`src/logic/reset_cause_defines.vh`:
```
/*
 Constants for the reset-cause status block: register offsets, flag bit
 positions, reset values and timing counts.
 Assumes it is included by its bare name from the logic folder.
*/
`ifndef RESET_CAUSE_DEFINES_VH
`define RESET_CAUSE_DEFINES_VH

// ****************************************************************
// Register offsets (byte addresses on APB)
// ****************************************************************
`define OFS_CAUSE_FLAGS 12'h000
`define OFS_IRQ_MASK    12'h004
`define OFS_OPTIONS     12'h008
`define OFS_IRQ_STATUS  12'h00C

// ****************************************************************
// Flag bit positions in the cause register
// ****************************************************************
`define BIT_POWER_ON    1
`define BIT_EXT_LINE    2
`define BIT_WATCHDOG    3
`define BIT_BAD_OPCODE  4
`define BIT_BAD_FETCH   5
`define BIT_DEBUG_ENTRY 6
`define BIT_BROWNOUT    7

// ****************************************************************
// Reset values and codes
// ****************************************************************
`define RST_CAUSE_FLAGS 8'h02
`define RST_IRQ_MASK    8'h00
`define RST_OPTIONS     8'h00
`define ERASED_BYTE     8'hFF

// ****************************************************************
// Timing: stretch of the external reset line drive
// ****************************************************************
`define LINE_DRIVE_NS     320
`define CLK_PERIOD_NS     5
`define LINE_DRIVE_CYCLES ((`LINE_DRIVE_NS + `CLK_PERIOD_NS - 1) / `CLK_PERIOD_NS)

`endif

```
`src/logic/reset_cause_status_register.v`:
```
/*
 Reset-cause status register with APB slave, interrupt status and mask,
 and the internal reset request logic that drives the external reset line.
 Assumes pclk at 200 MHz, presetn async active low, event inputs from
 other clock domains or pins, and a pad outside that resolves the line.
*/
// Behaviour
// Every software read of the cause register clears all its flags except any set in the same cycle.
// Power-on sets its own flag and clears every other flag not set in the same cycle.
// Other resets set only their own flag and keep the rest.
// Several flags may be set together.
// Power-on flag reads one after power-on, zero after a read.
// External line flag set by line reset, cleared by power-on or read.
// Watchdog flag set by watchdog timeout, cleared by power-on or read.
// Bad opcode flag set by illegal instruction, cleared by power-on or read.
// Bad fetch flag set by opcode fetch at unmapped address.
// Debug entry flag set when vectors erased and no test voltage.
// Brownout flag set by low-voltage inhibit, cleared by power-on or read.
// Every internal reset source drives the external reset line low.
// Unmapped data reads never cause reset or set the bad fetch flag.
// With stop disabled, a stop instruction counts as illegal opcode.
// Writes to the cause register leave its flags untouched.
`timescale 1ns/1ps
`include "reset_cause_defines.vh"

module reset_cause_status_register #(
   parameter LINE_CYCLES = `LINE_DRIVE_CYCLES
) (
   input  wire        pclk,
   input  wire        presetn,
   input  wire        clk_en,
   input  wire        psel,
   input  wire        penable,
   input  wire        pwrite,
   input  wire [11:0] paddr,
   input  wire [31:0] pwdata,
   input  wire [3:0]  pstrb,
   output reg  [31:0] prdata,
   output wire        pready,
   output wire        pslverr,
   input  wire        power_on_event,
   input  wire        ext_reset_n_in,
   input  wire        watchdog_timeout,
   input  wire        illegal_opcode,
   input  wire        stop_executed,
   input  wire        unmapped_access,
   input  wire        opcode_fetch,
   input  wire        debug_entry_request,
   input  wire        vector_high_byte_7,
   input  wire [7:0]  vector_high_byte,
   input  wire [7:0]  vector_low_byte,
   input  wire        irq_at_test_voltage,
   input  wire        brownout_event,
   output wire        ext_reset_n_out,
   output wire        ext_reset_n_oe,
   output wire        internal_reset_req,
   output wire        irq
);

   // ****************************************************************
   // Input synchronisers
   // ****************************************************************

   localparam NSYNC = 9;

   // Two-stage synchronisers for all pin and foreign-domain inputs.
   reg [NSYNC-1:0] sync_a;
   reg [NSYNC-1:0] sync_b;
   wire [NSYNC-1:0] raw_in = {power_on_event, ~ext_reset_n_in, watchdog_timeout, illegal_opcode,
                              stop_executed, unmapped_access & opcode_fetch, debug_entry_request,
                              irq_at_test_voltage, brownout_event};

   always @(posedge pclk or negedge presetn) begin
      if (!presetn) begin
         sync_a <= {NSYNC{1'b0}};
         sync_b <= {NSYNC{1'b0}};
      end else if (clk_en) begin
         sync_a <= raw_in;
         sync_b <= sync_a;
      end
   end

   // Vector bytes are static after power-on; sampled through two stages too.
   reg [15:0] vec_a;
   reg [15:0] vec_b;

   always @(posedge pclk or negedge presetn) begin
      if (!presetn) begin
         vec_a <= 16'h0000;
         vec_b <= 16'h0000;
      end else if (clk_en) begin
         vec_a <= {vector_high_byte, vector_low_byte};
         vec_b <= vec_a;
      end
   end

   // Synchronised levels; rising edges mark one reset event each.
   wire s_por    = sync_b[8];
   wire s_line   = sync_b[7];
   wire s_wdog   = sync_b[6];
   wire s_bad_opcode_flag   = sync_b[5];
   wire s_stop   = sync_b[4];
   wire s_fetch  = sync_b[3];
   wire s_dbg    = sync_b[2];
   wire s_vtst   = sync_b[1];
   wire s_brown  = sync_b[0];

   // ****************************************************************
   // Option register and event decode
   // ****************************************************************

   reg [7:0] options;
   reg [7:0] irq_mask;
   reg [7:0] prev_ev;

   // Line drive state, declared here because the event decode masks with it.
   reg        line_drive;
   reg [1:0]  drive_tail;

   // Our own drive returns through the line synchroniser two cycles late,
   // so the mask is stretched by two cycles to keep it out of the line flag.
   wire       own_drive = line_drive | (|drive_tail);

   wire stop_enable = options[0];

   // Opcode fetch only: unmapped data reads are not qualified.
   wire ev_fetch = s_fetch;
   wire ev_bad_opcode_flag  = s_bad_opcode_flag | (s_stop & ~stop_enable);
   wire vec_erased = (vec_b[15:8] == `ERASED_BYTE) && (vec_b[7:0] == `ERASED_BYTE);
   wire ev_dbg   = s_dbg & vec_erased & ~s_vtst;

   wire [7:0] ev_level;
   assign ev_level[0]                = 1'b0;
   assign ev_level[`BIT_POWER_ON]    = s_por;
   assign ev_level[`BIT_EXT_LINE]    = s_line & ~own_drive;
   assign ev_level[`BIT_WATCHDOG]    = s_wdog;
   assign ev_level[`BIT_BAD_OPCODE]  = ev_bad_opcode_flag;
   assign ev_level[`BIT_BAD_FETCH]   = ev_fetch;
   assign ev_level[`BIT_DEBUG_ENTRY] = ev_dbg;
   assign ev_level[`BIT_BROWNOUT]    = s_brown;

   // One-cycle pulse on the rising edge of each cause.
   wire [7:0] ev_pulse = ev_level & ~prev_ev;

   // ****************************************************************
   // APB decode
   // ****************************************************************

   wire access    = psel & penable;
   wire wr_en     = access & pwrite;
   wire rd_en     = access & ~pwrite;
   wire hit_cause = (paddr == `OFS_CAUSE_FLAGS);
   wire hit_mask  = (paddr == `OFS_IRQ_MASK);
   wire hit_opt   = (paddr == `OFS_OPTIONS);
   wire hit_ista  = (paddr == `OFS_IRQ_STATUS);
   wire mapped    = hit_cause | hit_mask | hit_opt | hit_ista;

   assign pready  = 1'b1;
   assign pslverr = access & ~mapped;

   // ****************************************************************
   // Cause flags
   // ****************************************************************

   reg  [7:0] cause_flags;
   reg  [7:0] next_cause_flags;

   // Set wins over a read clear in the same cycle.
   always @* begin
      if (ev_pulse[`BIT_POWER_ON]) begin
         next_cause_flags = 8'h00;
         next_cause_flags[`BIT_POWER_ON] = 1'b1;
         next_cause_flags = next_cause_flags | (ev_pulse & ~8'h01);
      end else begin
         if (rd_en && hit_cause) begin
            next_cause_flags = 8'h00;
         end else begin
            next_cause_flags = cause_flags;
         end
         next_cause_flags = next_cause_flags | ev_pulse;
      end
   end

   always @(posedge pclk or negedge presetn) begin
      if (!presetn) begin
         cause_flags <= `RST_CAUSE_FLAGS;
         prev_ev     <= 8'h00;
      end else if (clk_en) begin
         cause_flags <= next_cause_flags;
         prev_ev     <= ev_level;
      end
   end

   // ****************************************************************
   // Interrupt status (read clears) and mask
   // ****************************************************************

   reg [7:0] irq_status;

   // Sticky copy of each cause event; a read of the status clears it.
   always @(posedge pclk or negedge presetn) begin
      if (!presetn) begin
         irq_status <= 8'h00;
      end else if (clk_en) begin
         if (rd_en && hit_ista) begin
            irq_status <= ev_pulse;
         end else begin
            irq_status <= irq_status | ev_pulse;
         end
      end
   end

   // Mask and option writes with byte lane zero.
   always @(posedge pclk or negedge presetn) begin
      if (!presetn) begin
         irq_mask <= `RST_IRQ_MASK;
         options  <= `RST_OPTIONS;
      end else if (clk_en && wr_en && pstrb[0]) begin
         if (hit_mask) begin
            irq_mask <= pwdata[7:0];
         end
         if (hit_opt) begin
            options <= {7'h00, pwdata[0]};
         end
      end
   end

   assign irq = |(irq_status & irq_mask);

   // ****************************************************************
   // Read data
   // ****************************************************************

   // Read data is registered at the access edge.
   always @(posedge pclk or negedge presetn) begin
      if (!presetn) begin
         prdata <= 32'h0000_0000;
      end else if (clk_en && rd_en) begin
         case (1'b1)
            hit_cause: prdata <= {24'h00_0000, cause_flags};
            hit_mask:  prdata <= {24'h00_0000, irq_mask};
            hit_opt:   prdata <= {24'h00_0000, options};
            hit_ista:  prdata <= {24'h00_0000, irq_status};
            default:   prdata <= 32'h0000_0000;
         endcase
      end
   end

   // ****************************************************************
   // External reset line drive
   // ****************************************************************

   reg [15:0] line_count;
   wire       internal_src = |ev_pulse[7:3] | ev_pulse[`BIT_POWER_ON];

   // Internal sources pull the line low for a fixed stretch.
   always @(posedge pclk or negedge presetn) begin
      if (!presetn) begin
         line_drive <= 1'b0;
         line_count <= 16'h0000;
      end else if (clk_en) begin
         if (internal_src) begin
            line_drive <= 1'b1;
            line_count <= LINE_CYCLES[15:0];
         end else if (line_count > 16'h0001) begin
            line_count <= line_count - 16'h0001;
         end else begin
            line_drive <= 1'b0;
            line_count <= 16'h0000;
         end
      end
   end

   // Delayed copies of the drive that cover the synchroniser latency.
   always @(posedge pclk or negedge presetn) begin
      if (!presetn) begin
         drive_tail <= 2'b00;
      end else if (clk_en) begin
         drive_tail <= {drive_tail[0], line_drive};
      end
   end

   assign ext_reset_n_out    = 1'b0;
   assign ext_reset_n_oe     = line_drive;
   assign internal_reset_req = line_drive | s_line;

endmodule // reset_cause_status_register

```
`config.mk`:
```
export PLATFORM = sky130hd
export DESIGN_NAME = reset_cause_status_register
export DESIGN_NICKNAME = d
export VERILOG_FILES = /design/src/logic/reset_cause_status_register.v
export VERILOG_INCLUDE_DIRS = /design/src /design/src/logic
export SDC_FILE = /design/constraint.sdc
export NUM_CORES = 1
export LEC_CHECK = 0
export ABC_AREA = 0
export BUFFER_PORTS_ARGS = -buffer_cell sky130_fd_sc_hd__buf_4
export CAP_MARGIN = 40
export CORE_MARGIN = 2
export CORE_UTILIZATION = 53
export CTS_BUF_LIST = sky130_fd_sc_hd__clkbuf_8 sky130_fd_sc_hd__clkbuf_16
export DETAILED_ROUTE_END_ITERATION = 10
export HOLD_SLACK_MARGIN = 0.02
export PLACE_DENSITY = 0.81
export REMOVE_ABC_BUFFERS = 1
export SLEW_MARGIN = 10
export SYNTH_ARGS = -nofsm -noshare
export SYNTH_HDL_FRONTEND = slang
export SYNTH_SLANG_ARGS = --single-unit
```
`constraint.sdc`:
```
create_clock -name pclk -period 2.6 [get_ports pclk]
set_input_delay 0.39 -clock pclk [delete_from_list [all_inputs] [get_ports pclk]]
set_output_delay 0.39 -clock pclk [all_outputs]
set_load 0.05 [all_outputs]
```
==> impl_results.html <==
<table>
<tr><th>Metric</th><th>Value</th></tr>
<tr><th colspan="2">GRT</th></tr>
<tr><td>Global-route wire length before repair</td><td>14450 um</td></tr>
<tr><td>Overall track demand over capacity in global routing</td><td>18.10%</td></tr>
<tr><td>Antenna violations before repair</td><td>0</td></tr>
<tr><td>Number of global-route vias before repair</td><td>3149</td></tr>
<tr><td>Pin count of the biggest net entering global routing</td><td>62</td></tr>
<tr><td>Remaining Overflow, GRT</td><td>0</td></tr>
<tr><th colspan="2">Finish</th></tr>
<tr><td>Util after Layout</td><td>63.14%</td></tr>
<tr><td>Cell area after layout</td><td>5533 um2</td></tr>
<tr><td>Final net count</td><td>560</td></tr>
<tr><td>Layout overhead on the synthesized area</td><td>14.53%</td></tr>
<tr><td>Share of cells above drive strength 1</td><td>32.16%</td></tr>
<tr><td>Commonest non-fill, non-tap cells in the layout</td><td>dfrtp_1, buf_4, mux2_2</td></tr>
<tr><td>Antenna Cells</td><td>0</td></tr>
<tr><td>Most common cell after layout, fill and taps aside</td><td>dfrtp_1</td></tr>
<tr><th colspan="2">STA</th></tr>
<tr><td>Measured slew at the worst slew-check pin</td><td>0.5804 ns</td></tr>
<tr><td>Hold slack</td><td>0.2061 ns</td></tr>
<tr><td>Worst clock skew on the final layout</td><td>0.01109 ns</td></tr>
<tr><td>Achievable Freq</td><td>497.6 MHz</td></tr>
<tr><td>Fin Setup TNS</td><td>0 ns</td></tr>
<tr><td>Pins Over Slew Limit</td><td>0</td></tr>
<tr><td>Final count of negative-setup-slack endpoints</td><td>0</td></tr>
<tr><td>Fin. Hold Viols</td><td>0</td></tr>
<tr><td>Portion of the clock cycle consumed by the worst path in the final layout</td><td>77.30%</td></tr>
<tr><td>Post-route minimum period</td><td>2.010 ns</td></tr>
<tr><td>RSZ-0062 raised after global routing</td><td>false</td></tr>
<tr><td>Worst rel slew slack</td><td>61.31%</td></tr>
<tr><th colspan="2">CTS</th></tr>
<tr><td>Clk buf depth</td><td>2</td></tr>
<tr><td>CTS tree</td><td>done</td></tr>
<tr><td>Post-CTS sizing</td><td>0</td></tr>
<tr><td>Clock latency reported for the late side of the worst-skew pair</td><td>0.37 ns</td></tr>
<tr><td>CTS HTree Levels</td><td>3</td></tr>
<tr><td>Post-CTS setup buffer count</td><td>0</td></tr>
<tr><td>TritonCTS buffer count</td><td>9</td></tr>
<tr><td>Clock transition at the registers of the reported paths</td><td>0.10 ns</td></tr>
<tr><td>Sinks on Clock Net</td><td>107</td></tr>
<tr><td>Root Driver</td><td>clkbuf_8</td></tr>
<tr><th colspan="2">Floorplan</th></tr>
<tr><td>Chip height</td><td>99.47 um</td></tr>
<tr><td>Cell row count</td><td>34</td></tr>
<tr><td>Die Span X</td><td>99.47 um</td></tr>
<tr><td>I/O pin total</td><td>119</td></tr>
<tr><td>Die Footprint</td><td>9894 um2</td></tr>
<tr><td>Starting utilization of the core area</td><td>55.13%</td></tr>
<tr><td>Core box area</td><td>8763 um2</td></tr>
<tr><th colspan="2">Power and ir drop</th></tr>
<tr><td>Internal power contribution</td><td>2.760 mW</td></tr>
<tr><td>Proportion of power drawn by flip-flops and latches</td><td>51.6%</td></tr>
<tr><td>Worst voltage drop across the vdd grid</td><td>429.2 uV</td></tr>
<tr><td>Share of power burned in the clock network</td><td>25.2%</td></tr>
<tr><td>P_sw</td><td>1.238 mW</td></tr>
<tr><td>Comb pwr share</td><td>23.1%</td></tr>
<tr><td>Switching part of the total</td><td>30.97%</td></tr>
<tr><td>Power per standard cell area</td><td>722.7 nW/um2</td></tr>
<tr><td>Standby leakage power</td><td>2.544 nW</td></tr>
<tr><th colspan="2">Detailed routing</th></tr>
<tr><td>TritonRoute pass-1 iters</td><td>7</td></tr>
<tr><td>Wire length per cell</td><td>14.02 um</td></tr>
<tr><td>Via total after detailed routing</td><td>3171</td></tr>
<tr><td>Remaining DRCs</td><td>0</td></tr>
<tr><td>Count of routing violations after the opening detailed-route iteration</td><td>135</td></tr>
<tr><td>Final ANT Viol Nets</td><td>0</td></tr>
<tr><td>Drt total wl</td><td>8274 um</td></tr>
<tr><td>Routed via count divided by cell count</td><td>5.375</td></tr>
<tr><th colspan="2">Synth</th></tr>
<tr><td>Mean post-synth cell area</td><td>11.67 um2</td></tr>
<tr><td>Share of the yosys chip area belonging to registers</td><td>55.45%</td></tr>
<tr><td>Async set or reset register ratio after synthesis</td><td>100.0%</td></tr>
<tr><td>Synth Register Bits</td><td>107</td></tr>
<tr><td>Flip-flop cell with the highest count after synthesis</td><td>dfrtp_1</td></tr>
<tr><td>Number of flops mapped to enable cells by yosys</td><td>0</td></tr>
<tr><td>Cell area after synthesis</td><td>4831 um2</td></tr>
<tr><td>Post-synthesis cell type count</td><td>52</td></tr>
<tr><td>Number of warnings printed during yosys synthesis</td><td>0</td></tr>
<tr><td>Synthesized instance count</td><td>414</td></tr>
<tr><th colspan="2">Worst setup path</th></tr>
<tr><td>Category of the worst setup path capture point</td><td>flip-flop</td></tr>
<tr><td>Crit path kind</td><td>reg2reg</td></tr>
<tr><td>Cell with the largest stage delay on the worst path</td><td>or4_4</td></tr>
<tr><td>Worst Setup Start Kind</td><td>flip-flop</td></tr>
<tr><td>Largest delay contributor family on the critical path</td><td>simple AND/OR/NAND/NOR gates</td></tr>
<tr><td>Max stage delay on crit path</td><td>0.55 ns</td></tr>
<tr><td>Endpoint arrival time on the critical path</td><td>2.30 ns</td></tr>
<tr><td>Required time of the critical path</td><td>2.89 ns</td></tr>
<tr><td>CP bufs+invs</td><td>0</td></tr>
<tr><td>Cell Chain, Critical Path</td><td>or4_4, nor3_4, nand2_2, or4_1, a21oi_1</td></tr>
<tr><td>Maximum fanout along the worst path</td><td>5</td></tr>
<tr><th colspan="2">Placed design</th></tr>
<tr><td>Count of buffers inserted at the top-level ports</td><td>64</td></tr>
<tr><td>RePlAce Congestion</td><td>0.8322</td></tr>
<tr><td>HPWL after detailed placement</td><td>5985 um</td></tr>
<tr><td>Instance area after placement</td><td>5325 um2</td></tr>
<tr><th colspan="2">Outcome</th></tr>
<tr><td>Run status</td><td>finished clean</td></tr>
<tr><th colspan="2">Run</th></tr>
<tr><td># Max-Cap Violations</td><td>0</td></tr>
<tr><th colspan="2">Worst hold path</th></tr>
<tr><td>Kind of path behind the tightest hold check</td><td>in2reg</td></tr>
</table>
-- path summary, 6_finish.rpt --
check / start / to / depth (start not counted) / slack [ns]
worst max register to register: line_count[8]$_DFFE_PN0P_ / line_count[14]$_DFFE_PN0P_ / 5 / 0.59
min in group asynchronous: presetn / prdata[7]$_DFFE_PN0P_ / 2 / 0.44
worst max-delay path: line_count[8]$_DFFE_PN0P_ / line_count[14]$_DFFE_PN0P_ / 5 / 0.59
worst min register to register: prdata[2]$_DFFE_PN0P_ / prdata[2]$_DFFE_PN0P_ / 2 / 0.49
max in group asynchronous: presetn / prev_ev[1]$_DFFE_PN0P_ / 3 / 1.54
worst min-delay path: ext_reset_n_in / sync_a[7]$_DFFE_PN0P_ / 2 / 0.21
-- worst register-to-register path: stages (launching register included) --
cell and delay [ns]:
dfrtp_1 0.43, or4_4 0.55, nor3_4 0.27, nand2_2 0.11, or4_1 0.40, a21oi_1 0.18
-- kinds of logic after synthesis --
group	after synthesis	synth area share (%)
AOI/OAI and AO/OA	64	9.194
xor gates and xnor gates	10	1.813
adders and majority gates	2	0.5179
buffers and inverters	61	6.889
DFF	107	55.45
muxes	60	13.96
other	2	0.1555
and+or+nand+nor	108	12.02
-- power groups by stage --
stage	clock [mW]	combinational (mW)	sequential (mW)
floorplan	0	0.673	2.07
global placement	0	0.899	2.08
detailed placement	0	0.929	2.10
CTS	1.04	0.935	2.07
global route	1.11	1.03	2.10
finish	1.01	0.925	2.07
-- per-stage QoR --
step	setup slack (ns)	power [mW]	cells
after floorplan	0.4969	2.739	396
after global placement	0.6301	2.980	573
after detailed placement	0.6001	3.027	573
after CTS	0.5669	4.044	590
after global routing	0.4391	4.242	590
final	0.5902	3.999	590
-- per-layer routing --
layer | part of all wire [%] | GRT usage, % | vias up
li1 | - | - | 1529
met2 | 47 | 29.42 | 104
met4 | 1.7 | 5.585 | 0
met5 | 0 | 0 | -
met1 | 45 | 24.14 | 1523
met3 | 6.5 | 4.638 | 15
-- sequential cells by signal, summed over array words and instances, names as in the netlist --
register        count
options             1
sync_b              9
irq_mask            8
sync_a              9
prdata              8
drive_tail          2
ext_reset_n_oe      1
irq_status          7
cause_flags         7
vec_a              16
vec_b              16
line_count         16
prev_ev             7
-- layout make-up --
| class | count | area (um2) |
|---|---|---|
| clock buffers | 9 | 123.9 |
| clock inverters | 7 | 73.82 |
| fillers | 695 | 3231 |
| inverters | 19 | 71.32 |
| multi-input cells | 270 | 1909 |
| flip-flops and latches | 107 | 2679 |
| well taps | 108 | 135.1 |
| repair buffers | 70 | 540.5 |
-- synth_stat cells, types with 2 or more instances --
| master | count | area share (%) |
|---|---|---|
| dfrtp_1 | 106 | 55 |
| and3_1 | 3 | 0.39 |
| mux2_2 | 57 | 13 |
| a22o_1 | 5 | 0.91 |
| conb_1 | 2 | 0.16 |
| xor2_1 | 3 | 0.54 |
| nand2_1 | 26 | 2.0 |
| o22ai_1 | 4 | 0.52 |
| xnor2_1 | 7 | 1.3 |
| nand4_1 | 8 | 1.0 |
| buf_4 | 27 | 4.2 |
| nor2_1 | 26 | 2.0 |
| clkbuf_1 | 7 | 0.54 |
| buf_2 | 2 | 0.21 |
| a21oi_1 | 17 | 1.8 |
| ha_1 | 2 | 0.52 |
| a22oi_1 | 2 | 0.31 |
| and2_1 | 3 | 0.39 |
| or2_2 | 2 | 0.26 |
| o21ai_0 | 11 | 1.1 |
| o41ai_1 | 7 | 1.3 |
| nor2b_1 | 3 | 0.39 |
| nor4_2 | 2 | 0.52 |
| nand2b_1 | 2 | 0.26 |
| a21o_1 | 10 | 1.6 |
| nor4_1 | 2 | 0.26 |
| a41oi_1 | 2 | 0.36 |
| a31oi_1 | 2 | 0.26 |
| inv_1 | 19 | 1.5 |
| nand3_1 | 9 | 0.93 |
| nand2_2 | 2 | 0.26 |
| buf_1 | 6 | 0.47 |
| nor3_1 | 8 | 0.83 |
| mux2_1 | 2 | 0.47 |
-- what timing repair did --
action,in CTS,in global routing
endpoints found under the setup margin,0,0
hold buffers,1,0
endpoints found under the hold margin,19,0
Note: power is estimated with default switching activity, not from simulation.
